$ cat config.mk
export PLATFORM = sky130hd
export DESIGN_NAME = astoc_core
export DESIGN_NICKNAME = d
export VERILOG_FILES = /design/src/design/astoc_pkg.sv /design/src/design/astoc_core.sv
export VERILOG_INCLUDE_DIRS = /design/src /design/src/design
export SDC_FILE = /design/constraint.sdc
export NUM_CORES = 1
export LEC_CHECK = 0
export BUFFER_PORTS_ARGS = -buffer_cell sky130_fd_sc_hd__buf_2
export CELL_PAD_IN_SITES_DETAIL_PLACEMENT = 1
export CELL_PAD_IN_SITES_GLOBAL_PLACEMENT = 1
export CORE_ASPECT_RATIO = 0.75
export CORE_MARGIN = 4
export CORE_UTILIZATION = 47
export CTS_CLUSTER_DIAMETER = 120
export DETAILED_ROUTE_END_ITERATION = 10
export PLACE_DENSITY = 0.89
export SKIP_LAST_GASP = 1
export SLEW_MARGIN = 20
export SYNTH_ARGS = -nofsm -noshare
export SYNTH_HDL_FRONTEND = slang
export SYNTH_SLANG_ARGS = --single-unit
$ cat constraint.sdc
create_clock -name clk_i -period 11.9 [get_ports clk_i]
set_input_delay 1.785 -clock clk_i [delete_from_list [all_inputs] [get_ports clk_i]]
set_output_delay 1.785 -clock clk_i [all_outputs]
set_load 0.05 [all_outputs]
$ cat src/design/astoc_cfg.svh
// register offsets, field positions and timing figures of the status block
// assumes a 100 MHz core clock
`ifndef ASTOC_CFG_SVH
`define ASTOC_CFG_SVH
`define ASTOC_OFS_DATA 4'h0
`define ASTOC_OFS_ERR 4'h1
`define ASTOC_OFS_CTL 4'h6
`define ASTOC_OFS_STAT 4'h7
`define ASTOC_CTL_SRST 2
`define ASTOC_CTL_NIEN 1
`define ASTOC_ERR_ABT 2
`define ASTOC_CLK_HZ 100000000
`define ASTOC_CLK_MHZ 100
`define ASTOC_T_BSY_NS 400
`define ASTOC_T_RDY_S 31
`define ASTOC_T_CMD_S 30
`define ASTOC_T_SEC_S 10
`define ASTOC_T_DRQ_US 700
`define ASTOC_T_RDBSY_US 10
`define ASTOC_T_WRBSY_US 5
`define ASTOC_BSY_CYC (`ASTOC_T_BSY_NS * `ASTOC_CLK_MHZ / 1000)
`define ASTOC_RDBSY_CYC (`ASTOC_T_RDBSY_US * `ASTOC_CLK_MHZ)
`define ASTOC_WRBSY_CYC (`ASTOC_T_WRBSY_US * `ASTOC_CLK_MHZ)
`define ASTOC_WORDS 9'd256
`endif

$ cat src/design/astoc_pkg.sv
// types shared by the status timing block and its surroundings
// no assumptions beyond a synthesizable SystemVerilog flow
package astoc_pkg;
  typedef enum logic [2:0] {
    CLS_NONE, CLS_PIO_IN, CLS_PIO_OUT, CLS_NODATA, CLS_DMA
  } astoc_cls_type;
  typedef enum logic [2:0] {
    ST_INIT, ST_SRST, ST_IDLE, ST_EXEC, ST_DRQ_IN, ST_DRQ_OUT
  } astoc_state_type;
  typedef struct packed {
    logic [7:0] opcode;
    astoc_cls_type cls;
  } astoc_cmd_type;
  typedef struct packed {
    logic [3:0] addr;
    logic [15:0] wdata;
    logic wr;
    logic rd;
  } astoc_bus_type;
endpackage : astoc_pkg

$ cat src/design/astoc_core.sv
// ata host-port status sequencer: busy/ready/drq timing and opcode decode
// assumes a back end that signals readiness and supplies/takes 16-bit words
//
// Summary of operation
// - after power-on reset show busy at once, then ready within 31 s
// - soft reset bit sets busy at once; ready within 31 s after it clears
// - bus hardware reset sets busy at once; ready within 31 s after it is released
// - every command write accepted in idle sets busy within 400 ns
// - data-in: drop busy, raise drq and interrupt within 30 s
// - data-in: busy again within 10 us after 256th data read
// - data-out: drop busy and raise drq within 700 us
// - data-out: busy again within 5 us after 256th data write
// - data-out end: ready and interrupt within 30 s of last busy
// - non-data command: completion interrupt within 30 s of busy
// - a security command that is the first command after standby power-up gets a 10 s drq limit
// - decode implemented opcodes, 1xh recalibrate, 7xh seek, 3ch write
// - nop, device reset, packet, service, queued, cfa, 92h, 94h-99h unsupported
// - sector data moves as 256 sixteen-bit data register accesses
`timescale 1ns/1ps
`include "astoc_cfg.svh"
module astoc_core #(
  parameter logic [31:0] P_RDY_CYC = 32'(64'(`ASTOC_T_RDY_S) * 64'(`ASTOC_CLK_HZ)),
  parameter logic [31:0] P_CMD_CYC = 32'(64'(`ASTOC_T_CMD_S) * 64'(`ASTOC_CLK_HZ)),
  parameter logic [31:0] P_SEC_CYC = 32'(64'(`ASTOC_T_SEC_S) * 64'(`ASTOC_CLK_HZ)),
  parameter logic [31:0] P_DRQ_CYC = 32'(`ASTOC_T_DRQ_US * `ASTOC_CLK_MHZ)
) (
  input wire logic clk_i,
  input wire logic rst_i,
  input wire astoc_pkg::astoc_bus_type bus_i,
  output logic [15:0] rdata_o,
  input wire logic ata_reset_i,
  input wire logic standby_pwr_i,
  input wire logic init_done_i,
  input wire logic be_rdy_i,
  input wire logic be_last_i,
  input wire logic [15:0] be_word_i,
  output astoc_pkg::astoc_cmd_type cmd_o,
  output logic cmd_start_o,
  output logic word_pop_o,
  output logic word_push_o,
  output logic [15:0] word_o,
  output logic intrq_o
);
  import astoc_pkg::*;

  localparam int BSY_MAX = `ASTOC_BSY_CYC;
  localparam int RDBSY_MAX = `ASTOC_RDBSY_CYC;
  localparam int WRBSY_MAX = `ASTOC_WRBSY_CYC;

  function automatic astoc_cls_type decode(input logic [7:0] op);
    astoc_cls_type c;
    c = CLS_NONE;
    if (op[7:4] == 4'h1 || op[7:4] == 4'h7) begin
      c = CLS_NODATA;
    end else begin
      case (op)
        8'h20, 8'h21, 8'h22, 8'h23, 8'h24, 8'hc4, 8'he4, 8'hec: c = CLS_PIO_IN;
        8'h30, 8'h31, 8'h32, 8'h33, 8'h3c, 8'h50, 8'hc5, 8'he8,
        8'hf1, 8'hf2, 8'hf4, 8'hf6: c = CLS_PIO_OUT;
        8'hc8, 8'hc9, 8'hca, 8'hcb: c = CLS_DMA;
        8'h40, 8'h41, 8'h90, 8'h91, 8'hb0, 8'hc6, 8'he0, 8'he1, 8'he2,
        8'he3, 8'he5, 8'he6, 8'he7, 8'hef, 8'hf0, 8'hf3, 8'hf5, 8'hf7,
        8'hf8, 8'hf9: c = CLS_NODATA;
        default: c = CLS_NONE;
      endcase
    end
    return c;
  endfunction : decode

  function automatic logic is_sec_pw(input logic [7:0] op);
    return (op == 8'hf1 || op == 8'hf2 || op == 8'hf4 || op == 8'hf6);
  endfunction : is_sec_pw

  ////////////////////////////////////////////////////////////////////////
  // control group
  astoc_state_type state_ff, nxt_state;
  astoc_cmd_type cmd_ff, nxt_cmd;
  logic bsy_ff, nxt_bsy, rdy_ff, nxt_rdy, drq_ff, nxt_drq;
  logic err_ff, nxt_err, abt_ff, nxt_abt, intrq_ff, nxt_intrq;
  logic srst_ff, nxt_srst, nien_ff, nxt_nien;
  logic first_ff, nxt_first, ext_ff, nxt_ext, last_ff, nxt_last;
  logic stby_ff, nxt_stby, strap_ff, nxt_strap, blk_ff, nxt_blk;
  logic [31:0] tmr_ff, nxt_tmr, lim_c;
  logic [8:0] cnt_ff, nxt_cnt;
  logic [15:0] word_ff, nxt_word;
  logic cmd_wr_c, ctl_wr_c, data_rd_c, data_wr_c, stat_rd_c, int_set_c;
  logic start_c, pop_c, push_c;

  assign cmd_wr_c = bus_i.wr && bus_i.addr == `ASTOC_OFS_STAT;
  assign ctl_wr_c = bus_i.wr && bus_i.addr == `ASTOC_OFS_CTL;
  assign data_rd_c = bus_i.rd && bus_i.addr == `ASTOC_OFS_DATA;
  assign data_wr_c = bus_i.wr && bus_i.addr == `ASTOC_OFS_DATA;
  assign stat_rd_c = bus_i.rd && bus_i.addr == `ASTOC_OFS_STAT;

  always_comb begin
    if (state_ff == ST_INIT) begin
      lim_c = P_RDY_CYC;
    end else if (cmd_ff.cls == CLS_PIO_OUT && !blk_ff) begin
      lim_c = ext_ff ? P_SEC_CYC : P_DRQ_CYC;
    end else begin
      lim_c = P_CMD_CYC;
    end
  end

  always_comb begin
    nxt_state = state_ff;
    nxt_cmd = cmd_ff;
    nxt_bsy = bsy_ff;
    nxt_rdy = rdy_ff;
    nxt_drq = drq_ff;
    nxt_err = err_ff;
    nxt_abt = abt_ff;
    nxt_srst = srst_ff;
    nxt_nien = nien_ff;
    nxt_first = first_ff;
    nxt_ext = ext_ff;
    nxt_last = last_ff;
    nxt_blk = blk_ff;
    nxt_tmr = tmr_ff;
    nxt_cnt = cnt_ff;
    nxt_word = word_ff;
    nxt_strap = 1'b1;
    nxt_stby = strap_ff ? stby_ff : standby_pwr_i;
    int_set_c = 1'b0;
    start_c = 1'b0;
    pop_c = 1'b0;
    push_c = 1'b0;
    if (ctl_wr_c) begin
      nxt_srst = bus_i.wdata[`ASTOC_CTL_SRST];
      nxt_nien = bus_i.wdata[`ASTOC_CTL_NIEN];
    end
    case (state_ff)
      ST_INIT: begin
        nxt_tmr = tmr_ff + 32'h1;
        // ready is forced at the limit so a stuck back end cannot hang the port
        if (init_done_i || tmr_ff >= lim_c - 32'h1) begin
          nxt_state = ST_IDLE;
          nxt_bsy = 1'b0;
          nxt_rdy = 1'b1;
        end
      end
      ST_SRST: begin
        nxt_tmr = 32'h0;
        if (!srst_ff) begin
          nxt_state = ST_INIT;
        end
      end
      ST_IDLE: begin
        // commands during busy or drq are ignored
        if (cmd_wr_c) begin
          nxt_cmd.opcode = bus_i.wdata[7:0];
          nxt_cmd.cls = decode(bus_i.wdata[7:0]);
          nxt_bsy = 1'b1;
          nxt_err = 1'b0;
          nxt_abt = 1'b0;
          nxt_first = 1'b0;
          nxt_blk = 1'b0;
          nxt_ext = stby_ff && first_ff && is_sec_pw(bus_i.wdata[7:0]);
          nxt_tmr = 32'h0;
          nxt_state = ST_EXEC;
          start_c = decode(bus_i.wdata[7:0]) != CLS_NONE;
        end
      end
      ST_EXEC: begin
        nxt_tmr = tmr_ff + 32'h1;
        nxt_cnt = 9'h0;
        if (cmd_ff.cls == CLS_NONE || tmr_ff >= lim_c - 32'h1) begin
          nxt_state = ST_IDLE;
          nxt_bsy = 1'b0;
          nxt_rdy = 1'b1;
          nxt_err = 1'b1;
          nxt_abt = 1'b1;
          int_set_c = 1'b1;
        end else if (be_rdy_i) begin
          nxt_last = be_last_i;
          nxt_tmr = 32'h0;
          case (cmd_ff.cls)
            CLS_PIO_IN: begin
              if (blk_ff && last_ff) begin
                nxt_state = ST_IDLE;
                nxt_bsy = 1'b0;
                nxt_rdy = 1'b1;
              end else begin
                nxt_state = ST_DRQ_IN;
                nxt_bsy = 1'b0;
                nxt_drq = 1'b1;
                int_set_c = 1'b1;
              end
            end
            CLS_PIO_OUT: begin
              if (blk_ff && last_ff) begin
                nxt_state = ST_IDLE;
                nxt_bsy = 1'b0;
                nxt_rdy = 1'b1;
                int_set_c = 1'b1;
              end else begin
                nxt_state = ST_DRQ_OUT;
                nxt_bsy = 1'b0;
                nxt_drq = 1'b1;
                int_set_c = blk_ff;
              end
            end
            default: begin
              nxt_state = ST_IDLE;
              nxt_bsy = 1'b0;
              nxt_rdy = 1'b1;
              int_set_c = 1'b1;
            end
          endcase
        end
      end
      ST_DRQ_IN: begin
        if (data_rd_c) begin
          pop_c = 1'b1;
          nxt_cnt = cnt_ff + 9'h1;
          if (cnt_ff == `ASTOC_WORDS - 9'h1) begin
            nxt_bsy = 1'b1;
            nxt_drq = 1'b0;
            nxt_blk = 1'b1;
            nxt_state = ST_EXEC;
          end
        end
      end
      ST_DRQ_OUT: begin
        if (data_wr_c) begin
          push_c = 1'b1;
          nxt_word = bus_i.wdata;
          nxt_cnt = cnt_ff + 9'h1;
          if (cnt_ff == `ASTOC_WORDS - 9'h1) begin
            nxt_bsy = 1'b1;
            nxt_drq = 1'b0;
            nxt_blk = 1'b1;
            nxt_state = ST_EXEC;
          end
        end
      end
      default: nxt_state = ST_INIT;
    endcase
    if (ctl_wr_c && bus_i.wdata[`ASTOC_CTL_SRST]) begin
      nxt_state = ST_SRST;
      nxt_bsy = 1'b1;
      nxt_rdy = 1'b0;
      nxt_drq = 1'b0;
    end
    if (ata_reset_i) begin
      nxt_state = ST_INIT;
      nxt_bsy = 1'b1;
      nxt_rdy = 1'b0;
      nxt_drq = 1'b0;
      nxt_err = 1'b0;
      nxt_abt = 1'b0;
      nxt_srst = 1'b0;
      nxt_nien = 1'b0;
      nxt_tmr = 32'h0;
    end
    // a new completion in the clearing cycle wins over the clear
    nxt_intrq = (intrq_ff && !stat_rd_c && !cmd_wr_c) || int_set_c;
  end

  always_ff @(posedge clk_i or posedge rst_i) begin
    if (rst_i) begin
      state_ff <= ST_INIT;
      cmd_ff <= '{opcode: 8'h00, cls: CLS_NONE};
      bsy_ff <= 1'b1;
      rdy_ff <= 1'b0;
      drq_ff <= 1'b0;
      err_ff <= 1'b0;
      abt_ff <= 1'b0;
      intrq_ff <= 1'b0;
      srst_ff <= 1'b0;
      nien_ff <= 1'b0;
      first_ff <= 1'b1;
      ext_ff <= 1'b0;
      last_ff <= 1'b0;
      blk_ff <= 1'b0;
      stby_ff <= 1'b0;
      strap_ff <= 1'b0;
      tmr_ff <= 32'h0;
      cnt_ff <= 9'h0;
      word_ff <= 16'h0;
    end else begin
      state_ff <= nxt_state;
      cmd_ff <= nxt_cmd;
      bsy_ff <= nxt_bsy;
      rdy_ff <= nxt_rdy;
      drq_ff <= nxt_drq;
      err_ff <= nxt_err;
      abt_ff <= nxt_abt;
      intrq_ff <= nxt_intrq;
      srst_ff <= nxt_srst;
      nien_ff <= nxt_nien;
      first_ff <= nxt_first;
      ext_ff <= nxt_ext;
      last_ff <= nxt_last;
      blk_ff <= nxt_blk;
      stby_ff <= nxt_stby;
      strap_ff <= nxt_strap;
      tmr_ff <= nxt_tmr;
      cnt_ff <= nxt_cnt;
      word_ff <= nxt_word;
    end
  end

  ////////////////////////////////////////////////////////////////////////
  // read port group
  logic [15:0] rdata_ff, nxt_rdata;
  logic [7:0] stat_c;

  assign stat_c = {bsy_ff, rdy_ff, 1'b0, rdy_ff, drq_ff, 2'b00, err_ff};

  always_comb begin
    nxt_rdata = 16'h0;
    if (bus_i.rd) begin
      case (bus_i.addr)
        `ASTOC_OFS_DATA: nxt_rdata = drq_ff && state_ff == ST_DRQ_IN ? be_word_i : 16'h0;
        `ASTOC_OFS_ERR: nxt_rdata = {13'h0, abt_ff, 2'b00};
        `ASTOC_OFS_CTL, `ASTOC_OFS_STAT: nxt_rdata = {8'h00, stat_c};
        default: nxt_rdata = 16'h0;
      endcase
    end
  end

  always_ff @(posedge clk_i or posedge rst_i) begin
    if (rst_i) begin
      rdata_ff <= 16'h0;
    end else begin
      rdata_ff <= nxt_rdata;
    end
  end

  assign rdata_o = rdata_ff;
  assign cmd_o = cmd_ff;
  assign cmd_start_o = start_c;
  assign word_pop_o = pop_c;
  assign word_push_o = push_c;
  assign word_o = word_ff;
  assign intrq_o = intrq_ff && !nien_ff;
endmodule : astoc_core

## Yosys cells after proc, flatten, opt, wreduce, memory -nomap -nowiden

Cells that the tools add are included.

| storage, ports and cells | value |
|---|---|
| output and inout bits | 47 |
| logic and storage cells | 236 |
| bits in registers | 100 |
| input port bits | 45 |

| operators by class | value |
|---|---|
| bitwise logic cells | 1 |
| magnitude comparators | 1 |
| reduce and logical (&&, ||, !) cells | 54 |
| equality and inequality tests | 73 |
| muxes and demuxes | 84 |
| add/subtract/negate cells | 3 |

Operators with widths:

| operator | count |
|---|---|
| 8-bit == test, second input constant | 31 |
| 32-bit two-way mux | 6 |
| 32-bit one-hot mux with 4 select lines | 1 |
| 8-bit by 6-bit == test with 1-bit output, second input constant | 10 |
| 16-bit one-hot mux with 3 select lines | 1 |
| 1-bit two-way mux | 46 |
| 3-bit two-way mux | 15 |
| 32-bit by 1-bit adder with 32-bit output, second input constant | 1 |
| 32-bit greater-or-equal comparator | 1 |
| 16-bit two-way mux | 2 |
| 4-bit inequality test, second input constant | 8 |
| 32-bit by 1-bit subtractor with 32-bit output, second input constant | 1 |
| 30-bit two-way mux | 1 |
| 9-bit one-hot mux with 3 select lines | 1 |
| 8-bit by 7-bit == test with 1-bit output, second input constant | 3 |
| 20-bit OR reduction | 1 |
| 9-bit two-way mux | 2 |
| 3-bit one-hot mux with 6 select lines | 1 |
| 1-bit logical AND | 14 |
| 4-bit by 3-bit == test with 1-bit output, second input constant | 3 |
| 3-bit one-hot mux with 4 select lines | 1 |
| 6-bit AND reduction | 2 |
| 3-bit nonzero test | 4 |
| 12-bit OR reduction | 1 |
| other kinds (31) | 59 |

## Logic depth before layout (Yosys ltp)

| logic depth | value |
|---|---|
| depth in word-level cells | 11 |
| gate-level depth with buffers | 17 |
| gate-level depth less buffers | 13 |

## Worst setup path before layout

No wires, ideal clock.

| timing path | value |
|---|---|
| path kind | input port to output port |
| start | input port bus_i[21] in the netlist's numbering |
| end | output port cmd_start_o |
| arrival | 3875 ps |
| stages on the path | 7 |
| data required time | 10115 ps |
| setup slack | 6240 ps |
| path buffers | 3 |
| path through | and3b_1 clkbuf_1 nand3_1 or3_1 clkbuf_1 clkbuf_1 a31oi_1 |

| on the way | value |
|---|---|
| word-level cells in the longest chain between the ends | 4 |

RTL lines:

| item | RTL line | source |
|---|---|---|
| from (decl) | astoc_core.sv:29 | `input wire astoc_pkg::astoc_bus_type bus_i,` |
| 4-bit by 3-bit == test with 1-bit output | - |  |
| 1-bit logical AND (no source line) | - |  |
| 1-bit two-way mux | astoc_core.sv:150 | `if (cmd_wr_c) begin` |
| 1-bit two-way mux | astoc_core.sv:132 | `case (state_ff)` |
| to (decl) | astoc_core.sv:38 | `output logic cmd_start_o,` |

Every way passes these cells.

## Worst setup path after layout

| timing path | value |
|---|---|
| start | input port bus_i[4] in the netlist's numbering |
| end | output port cmd_start_o |

| on the way | value |
|---|---|
| word-level cells in the longest chain between the ends | 9 |
| elaborated cells between the ends (all ways) | 55 |
| classes of those cells | eq/ne: 44; mux: 6; reduce/logical: 5 |

RTL lines:

| item | RTL line | source |
|---|---|---|
| 8-bit by 7-bit == test with 1-bit output (tied with other cells) | astoc_core.sv:56 | `case (op)` |
| 20-bit OR reduction (tied with other cells) | astoc_core.sv:56 |  |
| 3-bit one-hot mux with 4 select lines * | astoc_core.sv:56 |  |
| 3-bit two-way mux * | astoc_core.sv:53 | `if (op[7:4] == 4'h1 \|\| op[7:4] == 4'h7) begin` |
| 3-bit two-way mux * | astoc_core.sv:150 |  |
| 3-bit two-way mux * | astoc_core.sv:132 |  |
| 3-bit nonzero test * | astoc_core.sv:161 | `start_c = decode(bus_i.wdata[7:0]) != CLS_NONE;` |
| 1-bit two-way mux * | astoc_core.sv:150 |  |
| 1-bit two-way mux * | astoc_core.sv:132 |  |

Mark *: on every way between the ends. The rest lies on a longest branch, timed or not. The select of a mux whose other input is x is not followed.

==> impl_metrics.yaml <==
power:
  peakVddDrop_v: 0.0000839
  p_sw_share_pct: 33.1
  seq_power_share_pct: 42.9
  p_per_area_nw_per_um2: 129
  power_switching_w: 0.000287
  leakagePower_nw: 3.48
  power.total_w: 0.000865
  pwr-share-clk_pct: 34.4
  pwr-share-comb_pct: 22.7
  internal_power_w: 0.000578
setup_path:
  worstSetupEndpointType: "output pin"
  critical_path.max_fanout: 15
  cp.arrival_ns: 3.88
  crit_path_start_kind: "input pin"
  rr_worst_depth: 14
  reg2reg_from: "state_ff[2]"
  crit_type: "in -> out"
  cp.required_ns: 10.12
  r2r_slack_ns: 6.83
  r2r_end: "tmr_ff[18]"
floorplan:
  initial_core_util_pct: 49.2
  die_y_um: 105
  ios: 92
  core-area_sq_um: 11900
  die_area_sq_um: 14300
  die_w_um: 137
  num_rows: 34
logic_synthesis:
  synth_edf_count: 0
  syn_avg_cell_area_sq_um: 9.01
  ys_ff_latch: 100
  synthCells: 648
  synth.distinct_cells: 65
  ys.flop_type: "dfrtp_1"
  async_reset_ff_share_pct: 100
  yosysWarnings: 0
  syn-cell-area_sq_um: 5840
  ys_seq_area_share_pct: 42.9
grt:
  grt_first_pass_wirelength_um: 29300
  antenna_found_initial: 0
  grt_overflow: 0
  grt_max_degree: 63
  gr-usage-all-layers_pct: 25.5
  grt_pass1_vias: 5716
sta:
  grt_setup_unrepaired: "no"
  worst_hold_slack_ns: 0.485
  finalMaxSlewViolations: 0
  min_period_over_period_pct: 47.6
  hold_violations: 0
  period_minus_slack_ns: 5.67
  worst_pin_slew_ns: 0.988
  fin_skew_ns: 0.00539
  finalSetupViolCount: 0
  setup_tns_ns: 0
  slew_headroom_pct: 34.1
  setup_slack_ns: 6.23
  maxClockFrequency_mhz: 176
detailed_routing:
  first_pass_iters: 5
  wl_um: 18000
  via_per_inst: 6.14
  drtAntennaViolNets: 0
  via_count: 5462
  drt-initial-drc-count: 320
  drc: 0
  wl_per_cell_um: 20.2
final_layout:
  area_growth_pct: 14.6
  layout.cells.non_filler: 890
  num_antenna_cells: 0
  nFillCells: 1401
  multi_input_area_sq_um: 3140
  regArea_sq_um: 2500
  drive_gt1_share_pct: 19.5
  fin_nets: 798
job:
  max-cap-violations: 0
clocking:
  cts_max_level: 3
  ctsHoldBuffers: 0
  cts_tree: "yes"
  cts_resized: 0
  root_buffer: "clkbuf_16"
  clk_latency_ns: 0.35
  cts_buffers: 9
  clkTransAtPathRegs_ns: 0.07
  post_cts_buffers: 0
  clock-sinks: 100
  cts_max_path_buffers: 2
placed_design:
  placed_cells: 874
  place_ws_ns: 6.28
  dp_hpwl_um: 13100
  gp_congestion: 0.886
  port_buffers: 91
hold_path:
  hold_end: "cmd_o[3]"
  min_path_cells: 2
  hp-start: "cmd_o[3]"
  hold_path_class: "reg -> reg"
outcome:
  status: "finished, final reports clean"
-- critical path: stages --
cell and delay [ns]:
buf_2 0.19, nor2_1 0.35, mux2i_1 0.31, o22ai_1 0.14, a221oi_1 0.41, o31ai_1 0.15
nor2_1 0.14, a31oi_1 0.14, buf_2 0.26
-- state kept, by name, summed over array words and instances, names as in the netlist, 3 cells and up --
register and flops:
tmr_ff 32, word_o 16, state_ff 3, cnt_ff 9, cmd_o 11, rdata_o 16
-- cell families after synthesis --
logic type / after synthesis / share of synthesized area (%)
adders and majority gates: 30 / 6.43
other: 1 / 0.0642
xor gates and xnor gates: 7 / 1.05
muxes: 21 / 4.03
DFF: 100 / 42.9
buffers and inverters: 53 / 3.62
AOI/OAI and AO/OA: 157 / 18.7
and+or+nand+nor: 279 / 23.2
-- layout make-up --
type	instances	area share (%)
clock buffer	10	3.42
clock inverter	6	0.935
inverter	20	1.16
multi-input combinational	498	46.9
sequential	100	37.4
tap	162	3.03
timing repair buffer	94	7.14
-- synth_stat cells, types with 15 or more instances --
cell      number  share of area (%)
nor3_1        24                2.1
mux2_2        19                3.7
nand4_1       15                1.6
a21oi_1       33                2.8
nand3_1       33                2.8
dfrtp_1       98                 42
inv_1         19                1.2
a22o_1        21                3.2
o21ai_0       25                2.1
ha_1          30                6.4
clkbuf_1      25                1.6
nand2_1       81                5.2
a21o_1        24                3.1
and3_1        19                2.0
nor2_1        59                3.8
-- worst max path at each step --
stage	start	to	slack, ns	cells past startpoint
floorplan	bus_i[21]	cmd_start_o	6.24	7
global placement	bus_i[21]	cmd_start_o	6.49	6
detailed placement	bus_i[4]	cmd_start_o	6.28	9
CTS	bus_i[4]	cmd_start_o	6.26	9
global route	bus_i[4]	cmd_start_o	6.03	9
finish	bus_i[4]	cmd_start_o	6.23	9
-- cell usage in the layout (no fill, tap or decap), types with 21 or more instances in the layout --
cell type,Yosys,routed
nor3_1,24,24
o21ai_0,25,25
a21oi_1,33,33
ha_1,30,30
nand3_1,33,33
a21o_1,24,24
nor2_1,59,59
nand2_1,81,81
dfrtp_1,98,98
a22o_1,21,21
buf_2,4,91
-- metrics by stage --
step / util (%) / area (sq um)
2_1_floorplan: - / 5850
3_3_place_gp: 53.9 / 6400
3_5_place_dp: 53.9 / 6400
4_1_cts: 56.4 / 6690
5_1_grt: 56.4 / 6690
6_report: 56.4 / 6690
-- power by group through the flow --
stage	sequential (W)	combinational, W	clock, W
2_1_floorplan	0.000398	0.000113	0
3_3_place_gp	0.000376	0.000181	0
3_5_place_dp	0.000378	0.000192	0
4_1_cts	0.000371	0.000195	0.000302
5_1_grt	0.000374	0.000214	0.000316
6_report	0.000372	0.000196	0.000297
-- metal layers --
metal	GRT usage, %	wire (um)	vias up
met1	34.3	7950	2753
met2	42.0	8790	174
met4	8.20	446	0
li1	-	-	2491
met3	4.16	816	44
met5	0	0	-
Power figures use the tool's default switching activity.
